## src/shared/ide_dma_consts.svh

```systemverilog
`ifndef IDE_DMA_CONSTS_SVH
`define IDE_DMA_CONSTS_SVH
// Register offsets of the primary channel, and the stride to the secondary.
`define REG_CHANNEL_COMMAND   4'h0
`define REG_CHANNEL_STATUS    4'h2
`define REG_TABLE_BASE        4'h4
`define SEC_STRIDE            4'h8
// Command register fields.
`define CMD_START_BIT         0
`define CMD_TO_MEM_BIT        3
// Status register fields.
`define STA_ACTIVE_BIT        0
`define STA_ERROR_BIT         1
`define STA_IRQ_BIT           2
`define STA_CAP0_BIT          5
`define STA_CAP1_BIT          6
// Table base reset value and write mask.
`define TABLE_BASE_RESET      32'h0000_0000
`define TABLE_BASE_MASK       32'hFFFF_FFFC
// Descriptor: word 0 region address, word 1 byte count and end flag.
`define DESC_EOT_BIT          31
`define DESC_STEP             12'h004
`define PAGE_BITS             12
`define WORD_STEP             32'h0000_0004
`endif

```

## src/shared/ide_dma_pkg.sv

```systemverilog
package ide_dma_pkg;
    // Channel sequencer states.
    typedef enum logic [2:0] {
        CH_IDLE,
        CH_DESC_ADDR,
        CH_DESC_CNT,
        CH_WAIT_DRIVE,
        CH_MEM
    } chan_state_t;
endpackage : ide_dma_pkg

```

## src/design/ide_dma_channel.sv

```systemverilog
`timescale 1ns/10ps
`default_nettype none
`include "ide_dma_consts.svh"
module ide_dma_channel (
    input  wire logic        clk_i,
    input  wire logic        reset_n_i,
    input  wire logic        start_set_i,
    input  wire logic        start_clr_i,
    input  wire logic        to_mem_i,
    input  wire logic [31:0] table_base_i,
    input  wire logic        irq_clr_i,
    input  wire logic        err_clr_i,
    input  wire logic        drive_irq_i,
    input  wire logic        drive_req_i,
    input  wire logic [31:0] drive_rdata_i,
    output logic             drive_ack_o,
    output logic [31:0]      drive_wdata_o,
    output logic             mem_req_o,
    output logic             mem_we_o,
    output logic [31:0]      mem_addr_o,
    output logic [31:0]      mem_wdata_o,
    input  wire logic        mem_done_i,
    input  wire logic        mem_abort_i,
    input  wire logic [31:0] mem_rdata_i,
    output logic             active_o,
    output logic             error_o,
    output logic             irq_o
);
    ide_dma_pkg::chan_state_t state;
    logic [31:0] desc_ptr;
    logic [31:0] region_addr;
    logic [13:0] words_left;
    logic        last_region;
    logic        irq_prev;
    logic        finish;

    // The region ends when its last word completes cleanly.
    assign finish = (state == ide_dma_pkg::CH_MEM) && mem_done_i && !mem_abort_i
                    && (words_left == 14'h0001);

    // The memory request is a level held by the state until the arbiter answers.
    always_comb begin
        mem_req_o   = 1'b0;
        mem_we_o    = 1'b0;
        mem_addr_o  = region_addr;
        case (state)
            ide_dma_pkg::CH_DESC_ADDR: begin
                mem_req_o  = 1'b1;
                mem_addr_o = desc_ptr;
            end
            ide_dma_pkg::CH_DESC_CNT: begin
                mem_req_o  = 1'b1;
                mem_addr_o = {desc_ptr[31:`PAGE_BITS], desc_ptr[`PAGE_BITS-1:0] + `DESC_STEP};
            end
            ide_dma_pkg::CH_MEM: begin
                mem_req_o = 1'b1;
                mem_we_o  = to_mem_i;
            end
            default: begin
                mem_req_o = 1'b0;
            end
        endcase
    end

    // Sequencer: walk the list, one word per drive request.
    always_ff @(posedge clk_i or negedge reset_n_i) begin
        if (!reset_n_i) begin
            state       <= ide_dma_pkg::CH_IDLE;
            desc_ptr    <= 32'h0000_0000;
            region_addr <= 32'h0000_0000;
            words_left  <= 14'h0000;
            last_region <= 1'b0;
            mem_wdata_o <= 32'h0000_0000;
            drive_wdata_o <= 32'h0000_0000;
            drive_ack_o <= 1'b0;
        end else begin
            drive_ack_o <= 1'b0;
            if (start_clr_i) begin
                state <= ide_dma_pkg::CH_IDLE;
            end else if (start_set_i) begin
                desc_ptr <= table_base_i;
                state    <= ide_dma_pkg::CH_DESC_ADDR;
            end else begin
                case (state)
                    ide_dma_pkg::CH_DESC_ADDR: begin
                        if (mem_done_i) begin
                            region_addr <= mem_rdata_i & `TABLE_BASE_MASK;
                            state <= mem_abort_i ? ide_dma_pkg::CH_IDLE
                                                 : ide_dma_pkg::CH_DESC_CNT;
                        end
                    end
                    ide_dma_pkg::CH_DESC_CNT: begin
                        if (mem_done_i) begin
                            // A zero count stands for the full 64 Kbyte region.
                            words_left  <= mem_rdata_i[15:2];
                            last_region <= mem_rdata_i[`DESC_EOT_BIT];
                            state <= mem_abort_i ? ide_dma_pkg::CH_IDLE
                                                 : ide_dma_pkg::CH_WAIT_DRIVE;
                        end
                    end
                    ide_dma_pkg::CH_WAIT_DRIVE: begin
                        // A request beside our own ack is the one just answered.
                        if (drive_req_i && !drive_ack_o) begin
                            mem_wdata_o <= drive_rdata_i;
                            drive_ack_o <= to_mem_i;
                            state       <= ide_dma_pkg::CH_MEM;
                        end
                    end
                    ide_dma_pkg::CH_MEM: begin
                        if (mem_done_i) begin
                            if (mem_abort_i) begin
                                state <= ide_dma_pkg::CH_IDLE;
                            end else begin
                                if (!to_mem_i) begin
                                    drive_wdata_o <= mem_rdata_i;
                                    drive_ack_o   <= 1'b1;
                                end
                                region_addr <= region_addr + `WORD_STEP;
                                words_left  <= words_left - 14'h0001;
                                if (finish && last_region) begin
                                    state <= ide_dma_pkg::CH_IDLE;
                                end else if (finish) begin
                                    // The table never leaves its 4 Kbyte page.
                                    desc_ptr[`PAGE_BITS-1:0] <= desc_ptr[`PAGE_BITS-1:0]
                                                               + `DESC_STEP + `DESC_STEP;
                                    state <= ide_dma_pkg::CH_DESC_ADDR;
                                end else begin
                                    state <= ide_dma_pkg::CH_WAIT_DRIVE;
                                end
                            end
                        end
                    end
                    default: begin
                        state <= ide_dma_pkg::CH_IDLE;
                    end
                endcase
            end
        end
    end

    // Active flag: set by start, cleared by stop, end of table or a fault.
    always_ff @(posedge clk_i or negedge reset_n_i) begin
        if (!reset_n_i) begin
            active_o <= 1'b0;
        end else if (start_clr_i) begin
            active_o <= 1'b0;
        end else if (start_set_i) begin
            active_o <= 1'b1;
        end else if ((state != ide_dma_pkg::CH_IDLE) && mem_done_i && mem_abort_i) begin
            active_o <= 1'b0;
        end else if (finish && last_region) begin
            active_o <= 1'b0;
        end
    end

    // Error flag: the set wins over a software clear in the same cycle.
    always_ff @(posedge clk_i or negedge reset_n_i) begin
        if (!reset_n_i) begin
            error_o <= 1'b0;
        end else if ((state != ide_dma_pkg::CH_IDLE) && mem_done_i && mem_abort_i) begin
            error_o <= 1'b1;
        end else if (err_clr_i) begin
            error_o <= 1'b0;
        end
    end

    // Interrupt flag is edge set, so a clear under a held line stays clear.
    always_ff @(posedge clk_i or negedge reset_n_i) begin
        if (!reset_n_i) begin
            irq_prev <= 1'b0;
            irq_o    <= 1'b0;
        end else begin
            irq_prev <= drive_irq_i;
            if (drive_irq_i && !irq_prev) begin
                irq_o <= 1'b1;
            end else if (irq_clr_i) begin
                irq_o <= 1'b0;
            end
        end
    end
endmodule : ide_dma_channel
`default_nettype wire

```

## src/design/ide_dma_engine.sv

```systemverilog
// Contract
// - Running with no drive interrupt yet reads interrupt 0, active 1.
// - Interrupt with the list used up reads interrupt 1, active 0.
// - Interrupt before the last region reads interrupt 1, active 1.
// - A memory fault stops the channel with interrupt 0, active 0, error 1.
// - A table shorter than the drive transfer ends with all three flags 0.
// - The table base holds address bits 31:2; bits 1:0 read zero.
// - Each channel has a read/write table base at 04h or 0Ch, reset 0.
// - Interrupt status sets on a drive interrupt edge, clears on a 1.
// - Active sets on start, clears at end of table, stop or error.
// - Error sets on a target or master abort, clears on a 1.
//
// The address-and-strobe port was left to the implementer.
`timescale 1ns/10ps
`default_nettype none
`include "ide_dma_consts.svh"
module ide_dma_engine #(
    parameter int CHANNELS = 2
) (
    input  wire logic                      clk_i,
    input  wire logic                      reset_n_i,
    input  wire logic [3:0]                reg_addr_i,
    input  wire logic [31:0]               reg_wdata_i,
    input  wire logic                      reg_write_i,
    input  wire logic                      reg_read_i,
    output logic      [31:0]               reg_rdata_o,
    input  wire logic [CHANNELS-1:0]       drive_irq_i,
    input  wire logic [CHANNELS-1:0]       drive_req_i,
    input  wire logic [CHANNELS-1:0][31:0] drive_rdata_i,
    output logic      [CHANNELS-1:0]       drive_ack_o,
    output logic      [CHANNELS-1:0][31:0] drive_wdata_o,
    output logic                           mem_req_o,
    output logic                           mem_we_o,
    output logic      [31:0]               mem_addr_o,
    output logic      [31:0]               mem_wdata_o,
    input  wire logic                      mem_ack_i,
    input  wire logic                      mem_abort_i,
    input  wire logic [31:0]               mem_rdata_i
);
    logic [CHANNELS-1:0]       cmd_start;
    logic [CHANNELS-1:0]       cmd_to_mem;
    logic [CHANNELS-1:0]       cap0;
    logic [CHANNELS-1:0]       cap1;
    logic [CHANNELS-1:0][31:0] table_base;
    logic [CHANNELS-1:0]       start_set;
    logic [CHANNELS-1:0]       start_clr;
    logic [CHANNELS-1:0]       irq_clr;
    logic [CHANNELS-1:0]       err_clr;
    logic [CHANNELS-1:0]       ch_req;
    logic [CHANNELS-1:0]       ch_we;
    logic [CHANNELS-1:0][31:0] ch_addr;
    logic [CHANNELS-1:0][31:0] ch_wdata;
    logic [CHANNELS-1:0]       ch_active;
    logic [CHANNELS-1:0]       ch_error;
    logic [CHANNELS-1:0]       ch_irq;
    logic [CHANNELS-1:0]       mem_done;
    logic                      mem_fault;
    logic [31:0]               mem_rdata;
    logic                      busy;
    logic                      owner;
    logic                      next_owner;

    // Offset of a field in channel ch.
    function automatic logic [3:0] chan_reg(input logic [3:0] base, input int ch);
        chan_reg = base + (ch[0] ? `SEC_STRIDE : 4'h0);
    endfunction : chan_reg

    // Status byte as software sees it; reserved bits read as zero.
    function automatic logic [7:0] status_byte(input logic c1, input logic c0,
                                               input logic irq, input logic err,
                                               input logic act);
        status_byte = 8'h00;
        status_byte[`STA_CAP1_BIT]   = c1;
        status_byte[`STA_CAP0_BIT]   = c0;
        status_byte[`STA_IRQ_BIT]    = irq;
        status_byte[`STA_ERROR_BIT]  = err;
        status_byte[`STA_ACTIVE_BIT] = act;
    endfunction : status_byte

    // Write decode into one-cycle strobes.
    always_comb begin
        for (int ch = 0; ch < CHANNELS; ch++) begin
            start_set[ch] = reg_write_i && (reg_addr_i == chan_reg(`REG_CHANNEL_COMMAND, ch))
                            && reg_wdata_i[`CMD_START_BIT] && !cmd_start[ch];
            start_clr[ch] = reg_write_i && (reg_addr_i == chan_reg(`REG_CHANNEL_COMMAND, ch))
                            && !reg_wdata_i[`CMD_START_BIT] && cmd_start[ch];
            irq_clr[ch]   = reg_write_i && (reg_addr_i == chan_reg(`REG_CHANNEL_STATUS, ch))
                            && reg_wdata_i[`STA_IRQ_BIT];
            err_clr[ch]   = reg_write_i && (reg_addr_i == chan_reg(`REG_CHANNEL_STATUS, ch))
                            && reg_wdata_i[`STA_ERROR_BIT];
        end
    end

    // Software-held registers.
    always_ff @(posedge clk_i or negedge reset_n_i) begin
        if (!reset_n_i) begin
            cmd_start  <= '0;
            cmd_to_mem <= '0;
            cap0       <= '0;
            cap1       <= '0;
            for (int ch = 0; ch < CHANNELS; ch++) begin
                table_base[ch] <= `TABLE_BASE_RESET;
            end
        end else if (reg_write_i) begin
            for (int ch = 0; ch < CHANNELS; ch++) begin
                if (reg_addr_i == chan_reg(`REG_CHANNEL_COMMAND, ch)) begin
                    cmd_start[ch]  <= reg_wdata_i[`CMD_START_BIT];
                    cmd_to_mem[ch] <= reg_wdata_i[`CMD_TO_MEM_BIT];
                end
                if (reg_addr_i == chan_reg(`REG_CHANNEL_STATUS, ch)) begin
                    cap0[ch] <= reg_wdata_i[`STA_CAP0_BIT];
                    cap1[ch] <= reg_wdata_i[`STA_CAP1_BIT];
                end
                if (reg_addr_i == chan_reg(`REG_TABLE_BASE, ch)) begin
                    table_base[ch] <= reg_wdata_i & `TABLE_BASE_MASK;
                end
            end
        end
    end

    // Read data stand one cycle after the strobe; unmapped reads give zero.
    always_ff @(posedge clk_i or negedge reset_n_i) begin
        if (!reset_n_i) begin
            reg_rdata_o <= 32'h0000_0000;
        end else begin
            reg_rdata_o <= 32'h0000_0000;
            if (reg_read_i) begin
                for (int ch = 0; ch < CHANNELS; ch++) begin
                    if (reg_addr_i == chan_reg(`REG_CHANNEL_COMMAND, ch)) begin
                        reg_rdata_o[`CMD_START_BIT]  <= cmd_start[ch];
                        reg_rdata_o[`CMD_TO_MEM_BIT] <= cmd_to_mem[ch];
                    end
                    if (reg_addr_i == chan_reg(`REG_CHANNEL_STATUS, ch)) begin
                        reg_rdata_o[7:0] <= status_byte(cap1[ch], cap0[ch], ch_irq[ch],
                                                        ch_error[ch], ch_active[ch]);
                    end
                    if (reg_addr_i == chan_reg(`REG_TABLE_BASE, ch)) begin
                        reg_rdata_o <= table_base[ch];
                    end
                end
            end
        end
    end

    // The primary channel wins a tie.
    always_comb begin
        next_owner = 1'b0;
        for (int ch = CHANNELS - 1; ch >= 0; ch--) begin
            if (ch_req[ch]) begin
                next_owner = ch[0];
            end
        end
    end

    // Memory master: busy spans the done cycle, so a stale request is never granted.
    always_ff @(posedge clk_i or negedge reset_n_i) begin
        if (!reset_n_i) begin
            busy        <= 1'b0;
            owner       <= 1'b0;
            mem_req_o   <= 1'b0;
            mem_we_o    <= 1'b0;
            mem_addr_o  <= 32'h0000_0000;
            mem_wdata_o <= 32'h0000_0000;
            mem_done    <= '0;
            mem_fault   <= 1'b0;
            mem_rdata   <= 32'h0000_0000;
        end else begin
            mem_done <= '0;
            if (!busy) begin
                if (|ch_req) begin
                    busy        <= 1'b1;
                    owner       <= next_owner;
                    mem_req_o   <= 1'b1;
                    mem_we_o    <= ch_we[next_owner];
                    mem_addr_o  <= ch_addr[next_owner];
                    mem_wdata_o <= ch_wdata[next_owner];
                end
            end else if (mem_req_o) begin
                if (mem_ack_i || mem_abort_i) begin
                    mem_req_o       <= 1'b0;
                    mem_done[owner] <= 1'b1;
                    mem_fault       <= mem_abort_i;
                    mem_rdata       <= mem_rdata_i;
                end
            end else begin
                busy <= 1'b0;
            end
        end
    end

    for (genvar g = 0; g < CHANNELS; g++) begin : g_chan
        ide_dma_channel u_chan (
            .clk_i         (clk_i),
            .reset_n_i     (reset_n_i),
            .start_set_i   (start_set[g]),
            .start_clr_i   (start_clr[g]),
            .to_mem_i      (cmd_to_mem[g]),
            .table_base_i  (table_base[g]),
            .irq_clr_i     (irq_clr[g]),
            .err_clr_i     (err_clr[g]),
            .drive_irq_i   (drive_irq_i[g]),
            .drive_req_i   (drive_req_i[g]),
            .drive_rdata_i (drive_rdata_i[g]),
            .drive_ack_o   (drive_ack_o[g]),
            .drive_wdata_o (drive_wdata_o[g]),
            .mem_req_o     (ch_req[g]),
            .mem_we_o      (ch_we[g]),
            .mem_addr_o    (ch_addr[g]),
            .mem_wdata_o   (ch_wdata[g]),
            .mem_done_i    (mem_done[g]),
            .mem_abort_i   (mem_fault),
            .mem_rdata_i   (mem_rdata),
            .active_o      (ch_active[g]),
            .error_o       (ch_error[g]),
            .irq_o         (ch_irq[g])
        );
    end
endmodule : ide_dma_engine
`default_nettype wire

```

## config.mk

```make
export PLATFORM = sky130hd
export DESIGN_NAME = ide_dma_engine
export DESIGN_NICKNAME = d
export VERILOG_FILES = /design/src/shared/ide_dma_pkg.sv /design/src/design/ide_dma_channel.sv /design/src/design/ide_dma_engine.sv
export VERILOG_INCLUDE_DIRS = /design/src /design/src/shared
export SDC_FILE = /design/constraint.sdc
export NUM_CORES = 1
export LEC_CHECK = 0
export BUFFER_PORTS_ARGS = -buffer_cell sky130_fd_sc_hd__buf_2
export CAP_MARGIN = 15
export CORE_UTILIZATION = 47
export CTS_CLUSTER_SIZE = 25
export DETAILED_ROUTE_END_ITERATION = 10
export PLACE_DENSITY = 0.75
export RECOVER_POWER = 25
export SLEW_MARGIN = 15
export SYNTH_ARGS = -nofsm -noshare
export SYNTH_HDL_FRONTEND = slang
export SYNTH_SLANG_ARGS = --single-unit
```

## constraint.sdc

```tcl
create_clock -name clk_i -period 2.54 [get_ports clk_i]
set_input_delay 0.254 -clock clk_i [delete_from_list [all_inputs] [get_ports clk_i]]
set_output_delay 0.254 -clock clk_i [all_outputs]
set_load 0.005 [all_outputs]
```

==> results of run 1 <==
==> worst max-delay path, stage by stage (launching register included) <==
cell and delay (ns):
dfrtp_1 0.37, or4_4 0.53, or4_4 0.51, or4_4 0.59, a211oi_2 0.17, o21a_1 0.13
or3_1 0.10
==> kinds of logic (layout without fill, tap and decap cells) <==
kind of cell               count (synthesis)  count (layout)  synth area share, %
adders and majority gates                 11              11                0.587
buffers and inverters                    191             664                 3.24
and+or+nand+nor                          738             738                 14.7
AOI/OAI and AO/OA                        549             549                 14.6
other                                      1               6               0.0160
DFF                                      495             495                 52.8
muxes                                    274             274                 13.2
xor gates and xnor gates                  24              24                0.897
==> sequential cells by signal, indices dropped and copies added (netlist names), 28 cells and up <==
name	cells
g_chan.u_chan.drive_wdata_o	64
mem_wdata_o	32
mem_rdata	32
g_chan.u_chan.mem_wdata_o	64
g_chan.u_chan.words_left	28
g_chan.u_chan.region_addr	60
g_chan.u_chan.desc_ptr	60
table_base	60
mem_addr_o	30
reg_rdata_o	32
==> repair_timing <==
action | CTS | global route
gates cloned | 0 | 0
resized for setup | 2 | 4
setup endpoints to repair | 1 | 10
hold buffers | 134 | 0
hold endpoints to repair | 221 | 0
pin swaps | 2 | 1
==> metrics by stage <==
stage / setup TNS (ns) / instance area, um2 / hold WS, ns / worst slack, ns
floorplan: 0 / 23400 / -0.0416 / 0.0652
global placement: -0.0179 / 26300 / 0.260 / -0.0179
detailed placement: 0 / 26300 / 0.265 / 0.0174
CTS: -0.0101 / 29500 / 0.0277 / -0.00808
global route: 0 / 29400 / 0.0649 / 0.00504
finish: 0 / 29400 / 0.0642 / 0.0613
==> layout by cell type, fill, tap and decap left out, drive strengths merged, types with 7 or more instances in the layout <==
cell / n
clkbuf: 81
nand2: 331
nor2b: 37
a21o: 7
ha: 11
o211ai: 11
mux2: 267
xnor2: 11
buf: 399
nor3b: 11
a22oi: 39
o21ai: 169
nor3: 40
nor2: 136
nand2b: 14
a22o: 8
o22a: 8
nand4: 27
dlygate4sd3: 134
and3: 20
nor4: 7
a21oi: 131
xor2: 13
and2: 8
inv: 28
and4: 8
o32ai: 10
nand3: 64
o22ai: 29
dfrtp: 495
a2bb2oi: 19
clkinv: 11
a31oi: 48
==> cell type report <==
class	count	area (um2)	share of cell area (%)
repair buffers	540	3890	13.2
flip-flops and latches	495	12400	42.1
inverters	28	105	0.357
well taps	664	831	2.82
diodes	4	10.0	0.0340
clock buffers	74	1550	5.25
multi-input cells	1598	10400	35.3
clock inverters	22	284	0.965
==> synth_stat cells, types with 11 or more instances <==
master and n:
ha_1 11, o21ai_0 167, o211ai_1 11, nand3_1 64, buf_2 17, nand2_1 331, nand4_1 27, dfrtp_1 495
a22oi_1 39, nand2b_1 14, nor2b_1 37, xnor2_1 11, xor2_1 13, o22ai_1 29, a21oi_1 131, and3_1 20
clkbuf_1 128, inv_1 27, a31oi_1 48, nor2_1 135, buf_1 13, mux2_2 267, nor3_1 39, a2bb2oi_1 19
==> metal layers <==
layer / part of all wire [%] / global-route usage (%)
met4: 4.1 / 12.4
met5: 0 / 0
met2: 49 / 46.3
met1: 41 / 36.7
met3: 6.2 / 4.51
==> worst max path at each step <==
stage / to / slack (ns)
6_report: g_chan[0].u_chan.desc_ptr[9]$_DFFE_PN0P_ / 0.06
3_5_place_dp: g_chan[0].u_chan.desc_ptr[9]$_DFFE_PN0P_ / 0.02
5_1_grt: g_chan[0].u_chan.desc_ptr[9]$_DFFE_PN0P_ / 0.005
2_1_floorplan: g_chan[0].u_chan.desc_ptr[9]$_DFFE_PN0P_ / 0.07
3_3_place_gp: g_chan[0].u_chan.desc_ptr[9]$_DFFE_PN0P_ / -0.02
4_1_cts: g_chan[0].u_chan.desc_ptr[9]$_DFFE_PN0P_ / -0.008
==> where the power goes <==
group / total (mW) / switching, mW / internal, mW
clock network: 8.10 / 3.25 / 4.85
registers: 12.1 / 2.28 / 9.87
logic: 7.94 / 4.43 / 3.51
total: 28.2 / 9.96 / 18.2
==> qor.txt, run 1 <==
Outcome: finished, violations left
Failing checks: max-capacitance violations, max-slew violations
Die H: 225 um
Ranking of synthesized cells by area: dfrtp_1 53%, mux2_2 13%, nand2_1 5.3%, o21ai_0 3.6%, a21oi_1 2.8%
CTS Buf Count: 52
Fin. Hold Viols: 0
Non-filler instance count after layout: 3,425
DPL Wire Length: 48.9 mm
Area growth from synthesis to layout: 25.5%
Width of the die: 225 um
Hold depth: 4
DRT Pass-1 Iters: 7
1st-iter DRT viols: 1,573
Avg Cell Area, Syn: 10.3 um2
R2R Setup Slk: 0.06 ns
Crit start category: register
Async SR Flop Fraction: 100%
Hold path start: reg_addr_i[0]
Yosys cell types: 78
Mapped cell area: 0.0234 mm2
Required time worst endpoint: 3.07 ns
H-tree Lvls: 2
RePlAce Congestion: 0.950
GRT Overall Usage: 28.1%
IO Port Bufs: 303
CTS sink count: 495
Number of synthesized flops with an enable pin: 0
Peak VDD IR: 0.580 mV
Total routed wirelength: 71.2 mm
Layout fillers: 3,971
IO Count: 306
R2R Path End: g_chan[0].u_chan.desc_ptr[9]$_DFFE_PN0P_
Min Clock Period, post-route: 2.48 ns
Post-DR vias/cell: 5.86
# nets final: 2,868
RSZ-0062 raised after global routing: false
Routed via count: 20,100
Pins Over Slew Limit: 60
Grt total ovfl: 0
Core area: 0.0491 mm2
Syn Inst Count: 2,283
#FFs+latches synth: 495
TritonCTS clock tree: built
Initial antenna violation count: 3
Max-cap viol count: 1
Setup Viol. Count Final: 0
Drt wl/cell: 20.8 um
RR Startpoint: g_chan[0].u_chan.words_left[6]$_DFFE_PN0P_
Max-slew headroom: -24.2%
Layout cells sized above 1: 29.0%
Static Leakage: 13.6 nW
Number of global-route vias before repair: 20,200
Clk Tree Root Cell: clkbuf_16
Power Total: 28.2 mW
Post-synth top area cell: dfrtp_1
CP Capture Type: register
Final period utilization: 97.6%
Worst Hold Class: input pin to register
Reg2reg path depth: 6
Worst hold path endpoint: reg_rdata_o[1]$_DFF_PN0_
Final worst clock skew: 0.0150 ns
Initial core utilization: 47.8%
Cell Count Post-Placement: 3,192
Number of cell rows: 81
Worst skew pair latency: 0.60 ns
Post-route ant nets: 0
Drt drc: 0
Sequential share of the synthesized area: 52.8%
Largest net degree at the start of global routing: 69
Pwr Density: 958 mW/mm2
Final core area utilization: 60.0%
CP Data Arrival Time: 3.01 ns
Crit Path Max Fanout: 7
CP Class: register to register
Worst-Margin Slew: 1.86 ns
Synth top area share: 52.8%
Die area: 0.0508 mm2
Syn. warnings: 0
Critical path origin: g_chan[0].u_chan.words_left[6]$_DFFE_PN0P_
Reg clk slew, reported paths: 0.06 ns
Post-CTS Setup Inserts: 0
First-pass GRT wire length: 112 mm
Worst-case clock buffer depth: 3
Most used DFF post-synth: dfrtp_1
Max frequency: 0.403 GHz
No activity file was read; power rests on OpenSTA's default activity.
==> run 2: changes to the inputs <==
- ABC_AREA: not set -> 1
- PLACE_DENSITY: 0.75 -> 0.74
==> run 2 against run 1 <==
Against the previous run:
- the flow still finishes with violations (max-capacitance violations, max-slew violations)
- routed wire length rose by 7.1%
- hold slack better by 0.031 ns
- synthesized cell count up 39%
- cell count increased by 25%
- final area rose by 0.67%
- sequential cell count unchanged
- setup slack improved by 0.22 ns
- power shrank 28%
- critical endpoint is now mem_addr_o[4]$_DFFE_PN0P_
- largest power group unchanged
==> qor.txt, run 2 <==
R2R Setup Slk: 0.28 ns
Most used DFF post-synth: dfrtp_1
Power Total: 20.2 mW
Largest net degree at the start of global routing: 80
Layout cells sized above 1: 13.5%
Met3 Wirelength: 5.03 mm
Worst skew pair latency: 0.61 ns
CP Class: register to register
Max-cap viol count: 1
GRT Overall Usage: 28.8%
Commonest non-fill, non-tap cell in the layout: nand2_1
Clk Tree Root Cell: clkbuf_16
RePlAce Congestion: 0.955
Outcome: finished, violations left
Worst hold path endpoint: cap0[0]$_DFFE_PN0P_
Worst-Margin Slew: 1.59 ns
XOR/XNOR Fraction of Synth Area: 0.795%
Setup Viol. Count Final: 0
Crit start category: register
Syn. warnings: 0
Post_cts resized: 0
First-pass GRT wire length: 120 mm
Area growth from synthesis to layout: 22.2%
Hold depth: 3
Pins Over Slew Limit: 50
Min Clock Period, post-route: 2.26 ns
DRT Pass-1 Iters: 9
Post-synth top cells: 1,130 x nand2_1, 495 x dfrtp_1, 257 x o21ai_0
Core area: 0.0505 mm2
Final hold slack: 0.0954 ns
R2R Path End: mem_addr_o[4]$_DFFE_PN0P_
Grt total ovfl: 0
IO Count: 306
TritonCTS clock tree: built
Final worst clock skew: 0.0178 ns
Reg2reg path depth: 10
Worst-case clock buffer depth: 3
Most frequent cells in the layout: 1,130 x nand2_1, 495 x dfrtp_1, 299 x buf_2
CTS Buf Count: 53
DPL Wire Length: 53.0 mm
Top flop regs: g_chan.u_chan.drive_wdata_o (64), g_chan.u_chan.mem_wdata_o (64)
Fin. Hold Viols: 0
Post-Synth Adder-Cell Area: 0.568%
Non-filler instance count after layout: 4,278
RR Startpoint: g_chan[1].u_chan.state[2]$_DFFE_PN0P_
Post-DR vias/cell: 5.36
Reg clk slew, reported paths: 0.06 ns
Crit Path Max Fanout: 34
Syn Inst Count: 3,169
# nets final: 3,717
Static Leakage: 15.1 nW
Die H: 229 um
WL met1: 32.3 mm
IO Port Bufs: 303
Setup_tns: 0 ns
Post-synth top area cell: dfrtp_1
Routed via count: 22,900
Required time worst endpoint: 3.09 ns
Worst Hold Class: input pin to register
Total routed wirelength: 76.3 mm
Number of global-route vias before repair: 21,600
CP Data Arrival Time: 2.81 ns
Layout fillers: 4,555
CP Capture Type: register
1st-iter DRT viols: 2,453
WL met2: 37.0 mm
Drt wl/cell: 17.8 um
Failing checks: max-capacitance violations, max-slew violations
Cell Count Post-Placement: 4,047
Yosys cell types: 47
Sequential share of the synthesized area: 51.1%
Post-route ant nets: 0
Pwr Density: 682 mW/mm2
Max-slew headroom: -5.76%
Post-synthesis simple-gate area fraction: 28.9%
Die area: 0.0525 mm2
Post-synthesis mux area share: 0.0465%
Max frequency: 0.443 GHz
#FFs+latches synth: 495
Largest family of logic cells by synthesized area: simple AND/OR/NAND/NOR gates
CTS sink count: 495
Avg Cell Area, Syn: 7.65 um2
Drt drc: 0
Ranking of synthesized cells by area: dfrtp_1 51%, nand2_1 17%, o21ai_0 5.3%, nand3_1 5.0%, inv_1 3.9%
H-tree Lvls: 2
Count leader, synth: nand2_1
Final period utilization: 88.9%
Width of the die: 229 um
Hold path start: reg_write_i
Number of cell rows: 82
Initial antenna violation count: 1
Synth Area in Compound Gates: 11.5%
RSZ-0062 raised after global routing: false
Initial core utilization: 48.0%
Number of synthesized flops with an enable pin: 0
Highest routed layer: met4
Final core area utilization: 58.7%
Async SR Flop Fraction: 100%
Peak VDD IR: 0.475 mV
Synth top area share: 51.1%
Mapped cell area: 0.0242 mm2
run 2: how the worst max path moves through the flow:
stage	startpoint	to	slack, ns	cells past startpoint
2_1_floorplan	g_chan[0].u_chan.desc_ptr[2]$_DFFE_PN0P_	g_chan[0].u_chan.desc_ptr[11]$_DFFE_PN0P_	0.69	9
3_3_place_gp	reg_addr_i[0]	g_chan[0].u_chan.state[2]$_DFFE_PN0P_	0.34	11
3_5_place_dp	reg_addr_i[0]	g_chan[0].u_chan.state[2]$_DFFE_PN0P_	0.26	11
4_1_cts	g_chan[1].u_chan.state[2]$_DFFE_PN0P_	mem_addr_o[19]$_DFFE_PN0P_	0.33	11
5_1_grt	g_chan[0].u_chan.state[0]$_DFFE_PN0P_	g_chan[0].u_chan.region_addr[16]$_DFFE_PN0P_	0.11	7
6_report	g_chan[1].u_chan.state[2]$_DFFE_PN0P_	mem_addr_o[4]$_DFFE_PN0P_	0.28	10
run 2: area by class of cell:
cell class                      instances  area, um2  share of cell area, %
Sequential cell                       495      12400                   41.8
Multi-Input combinational cell       2262      10100                   34.2
Timing Repair Buffer                  485       3360                   11.3
Clock buffer                           71       1540                   5.18
Inverter                              267       1000                   3.39
Tap cell                              672        841                   2.84
Clock inverter                         24        348                   1.17
Antenna cell                            2       5.00                 0.0169
run 2: metal layers:
layer / global-route usage (%) / up-vias
met2: 47.7 / 875
met1: 39.1 / 10900
met3: 4.20 / 128
met5: 0 / -
met4: 8.31 / 0
li1: - / 11000
run 2: timing repair:
item | 4_1_cts | 5_1_grt
buffers inserted | 0 | 0
endpoints found under the hold margin | 267 | 0
hold buffers | 134 | 0
run 2: worst max-delay path: stages (launching register included):
cell and delay [ns]:
dfrtp_1 0.45, inv_2 0.12, nand3_2 0.22, nand2_2 0.16, inv_2 0.08, nand2_4 0.09
nand2_2 0.10, buf_4 0.26, o21ai_0 0.43, nand2_1 0.16, nand2_1 0.10
run 2: through the flow:
step,worst slack [ns],instance area (um2)
6_report,0.281,29600
5_1_grt,0.114,29600
4_1_cts,0.333,29700
3_5_place_dp,0.258,26400
3_3_place_gp,0.338,26400
2_1_floorplan,0.690,24200
run 2: kinds of logic (layout without fill, tap and decap cells):
group           count (synthesis)  after routing
compound gates                519            519
xor+xnor                       22             22
fa+ha+maj                      11             11
buf+inv                       413            847
flops                         495            495
mux                             1              1
other cells                     1              4
simple gates                 1707           1707
run 2: power breakdown:
group | internal, mW | switching [mW]
combinational | 0.903 | 1.80
clock | 4.97 | 3.33
sequential | 8.61 | 0.587
total | 14.5 | 5.72
==> run 3: changes to the inputs <==
- ABC_AREA: 1 -> not set
- PLACE_DENSITY: 0.74 -> 0.7
- SKIP_CTS_REPAIR_TIMING: not set -> 1
==> run 3 against run 2 <==
Against the previous run:
- the run still ends with max-capacitance violations, max-slew violations left
- cell count fell by 20%
- critical path depth fell by 3
- global-route usage fell by 1.9 points
- power rose by 42%
- register-to-register slack got worse by 0.22 ns
- highest routed layer unchanged
==> qor.txt, run 3 (synthesis gave the netlist of run 1 again) <==
Max-cap viol count: 1
IO Port Bufs: 303
CP Class: register to register
Worst-Margin Slew: 2.10 ns
Cell Count Post-Placement: 3,196
Drt wl/cell: 20.5 um
Non-filler instance count after layout: 3,430
Die H: 225 um
Drt drc: 0
Grt total ovfl: 0
Top flop regs: g_chan.u_chan.drive_wdata_o (64), g_chan.u_chan.mem_wdata_o (64)
Commonest non-fill, non-tap cell in the layout: dfrtp_1
Max frequency: 0.404 GHz
Max-slew headroom: -39.7%
Hold path start: reg_write_i
DPL Wire Length: 49.0 mm
Post-route ant nets: 0
Crit start category: register
Outcome: finished, violations left
Core area: 0.0491 mm2
Critical path origin: g_chan[0].u_chan.words_left[4]$_DFFE_PN0P_
Power Total: 28.8 mW
CTS sink count: 495
Crit Path Max Fanout: 8
CP Data Arrival Time: 3.03 ns
1st-iter DRT viols: 1,541
Most frequent cells in the layout: 494 x dfrtp_1, 330 x nand2_1, 298 x buf_2
Required time worst endpoint: 3.09 ns
H-tree Lvls: 2
Reg2reg path depth: 7
R2R Path End: g_chan[0].u_chan.desc_ptr[9]$_DFFE_PN0P_
IO Count: 306
Static Leakage: 13.7 nW
Layout cells sized above 1: 29.0%
R2R Setup Slk: 0.06 ns
DRT Pass-1 Iters: 7
GRT Overall Usage: 26.8%
Worst-case clock buffer depth: 3
Setup Viol. Count Final: 0
CTS Buf Count: 54
Initial core utilization: 47.8%
Total routed wirelength: 70.5 mm
Worst hold path endpoint: cap0[1]$_DFFE_PN0P_
Final worst clock skew: 0.0208 ns
Hold depth: 4
TritonCTS clock tree: built
Initial antenna violation count: 1
Number of cell rows: 81
Final core area utilization: 60.4%
Die area: 0.0508 mm2
Area growth from synthesis to layout: 26.3%
Post-DR vias/cell: 5.78
# nets final: 2,875
Reg clk slew, reported paths: 0.06 ns
Worst skew pair latency: 0.62 ns
Routed via count: 19,800
Min Clock Period, post-route: 2.48 ns
Final hold slack: 0.0823 ns
First-pass GRT wire length: 107 mm
CP Capture Type: register
Worst Hold Class: input pin to register
Failing checks: max-capacitance violations, max-slew violations
Fin. Hold Viols: 0
Number of global-route vias before repair: 18,700
RePlAce Congestion: 0.935
Largest net degree at the start of global routing: 78
Pins Over Slew Limit: 69
Final period utilization: 97.5%
Peak VDD IR: 0.547 mV
Pwr Density: 971 mW/mm2
Width of the die: 225 um
Clk Tree Root Cell: clkbuf_16
RR Startpoint: g_chan[0].u_chan.words_left[4]$_DFFE_PN0P_
==> run 3: cell types whose count changed in the layout (fill, tap and decap cells not counted), sizes merged, moves of 19 or more <==
cell and change:
o211ai -26, nor2b +37, inv -238, mux2 +266, o21ai -153, nand2 -815
nor2 -106, a22oi +36, buf +62, a2bb2oi +19, a31oi +43, o22ai +19
nand3 -180, and3 +19
==> run 3: how the worst max path moves through the flow <==
stage	cells past startpoint	slack [ns]	to
after floorplan	7	0.07	g_chan[0].u_chan.desc_ptr[9]$_DFFE_PN0P_
after global placement	8	-0.05	g_chan[0].u_chan.words_left[13]$_DFFE_PN0P_
after detailed placement	8	-0.002	g_chan[0].u_chan.words_left[13]$_DFFE_PN0P_
after CTS	8	-0.008	g_chan[0].u_chan.words_left[13]$_DFFE_PN0P_
after global routing	6	-0.02	mem_wdata_o[3]$_DFFE_PN0P_
final	7	0.06	g_chan[0].u_chan.desc_ptr[9]$_DFFE_PN0P_
==> run 3: area by class of cell <==
class / count / area (um2)
fillers: 4046 / 19400
flip-flops and latches: 495 / 12400
multi-input cells: 1598 / 10400
repair buffers: 545 / 3920
clock buffers: 72 / 1540
well taps: 664 / 831
clock inverters: 27 / 437
inverters: 28 / 105
diodes: 1 / 2.50
==> run 3: metal layers <==
metal / vias to the layer above / track usage, % / wire length [um]
met5: - / 0 / 0
met4: 0 / 8.71 / 1990
met2: 699 / 44.7 / 35200
li1: 9076 / - / -
met3: 129 / 3.22 / 3960
met1: 9926 / 36.4 / 29300
==> run 3: power by group <==
group | switching [mW] | total [mW] | internal (mW)
Combinational | 4.34 | 7.88 | 3.54
Sequential | 2.31 | 12.2 | 9.87
Clock | 3.32 | 8.70 | 5.38
==> run 3: metrics by stage <==
step                      setup WS [ns]  TNS (ns)  cell area [um2]
after global placement          -0.0489   -0.0534            26300
final                            0.0644         0            29600
after floorplan                  0.0652         0            23400
after global routing            -0.0239   -0.0239            29600
after detailed placement       -0.00248  -0.00248            26300
after CTS                      -0.00795  -0.00795            28300
==> run 3: worst max-delay path, stage by stage, from the launching register on <==
cell and delay, ns:
dfrtp_1 0.38, or4_4 0.54, or4_4 0.42, buf_6 0.15, or4_4 0.49, a211oi_2 0.22, o21a_1 0.12, or3_1 0.09
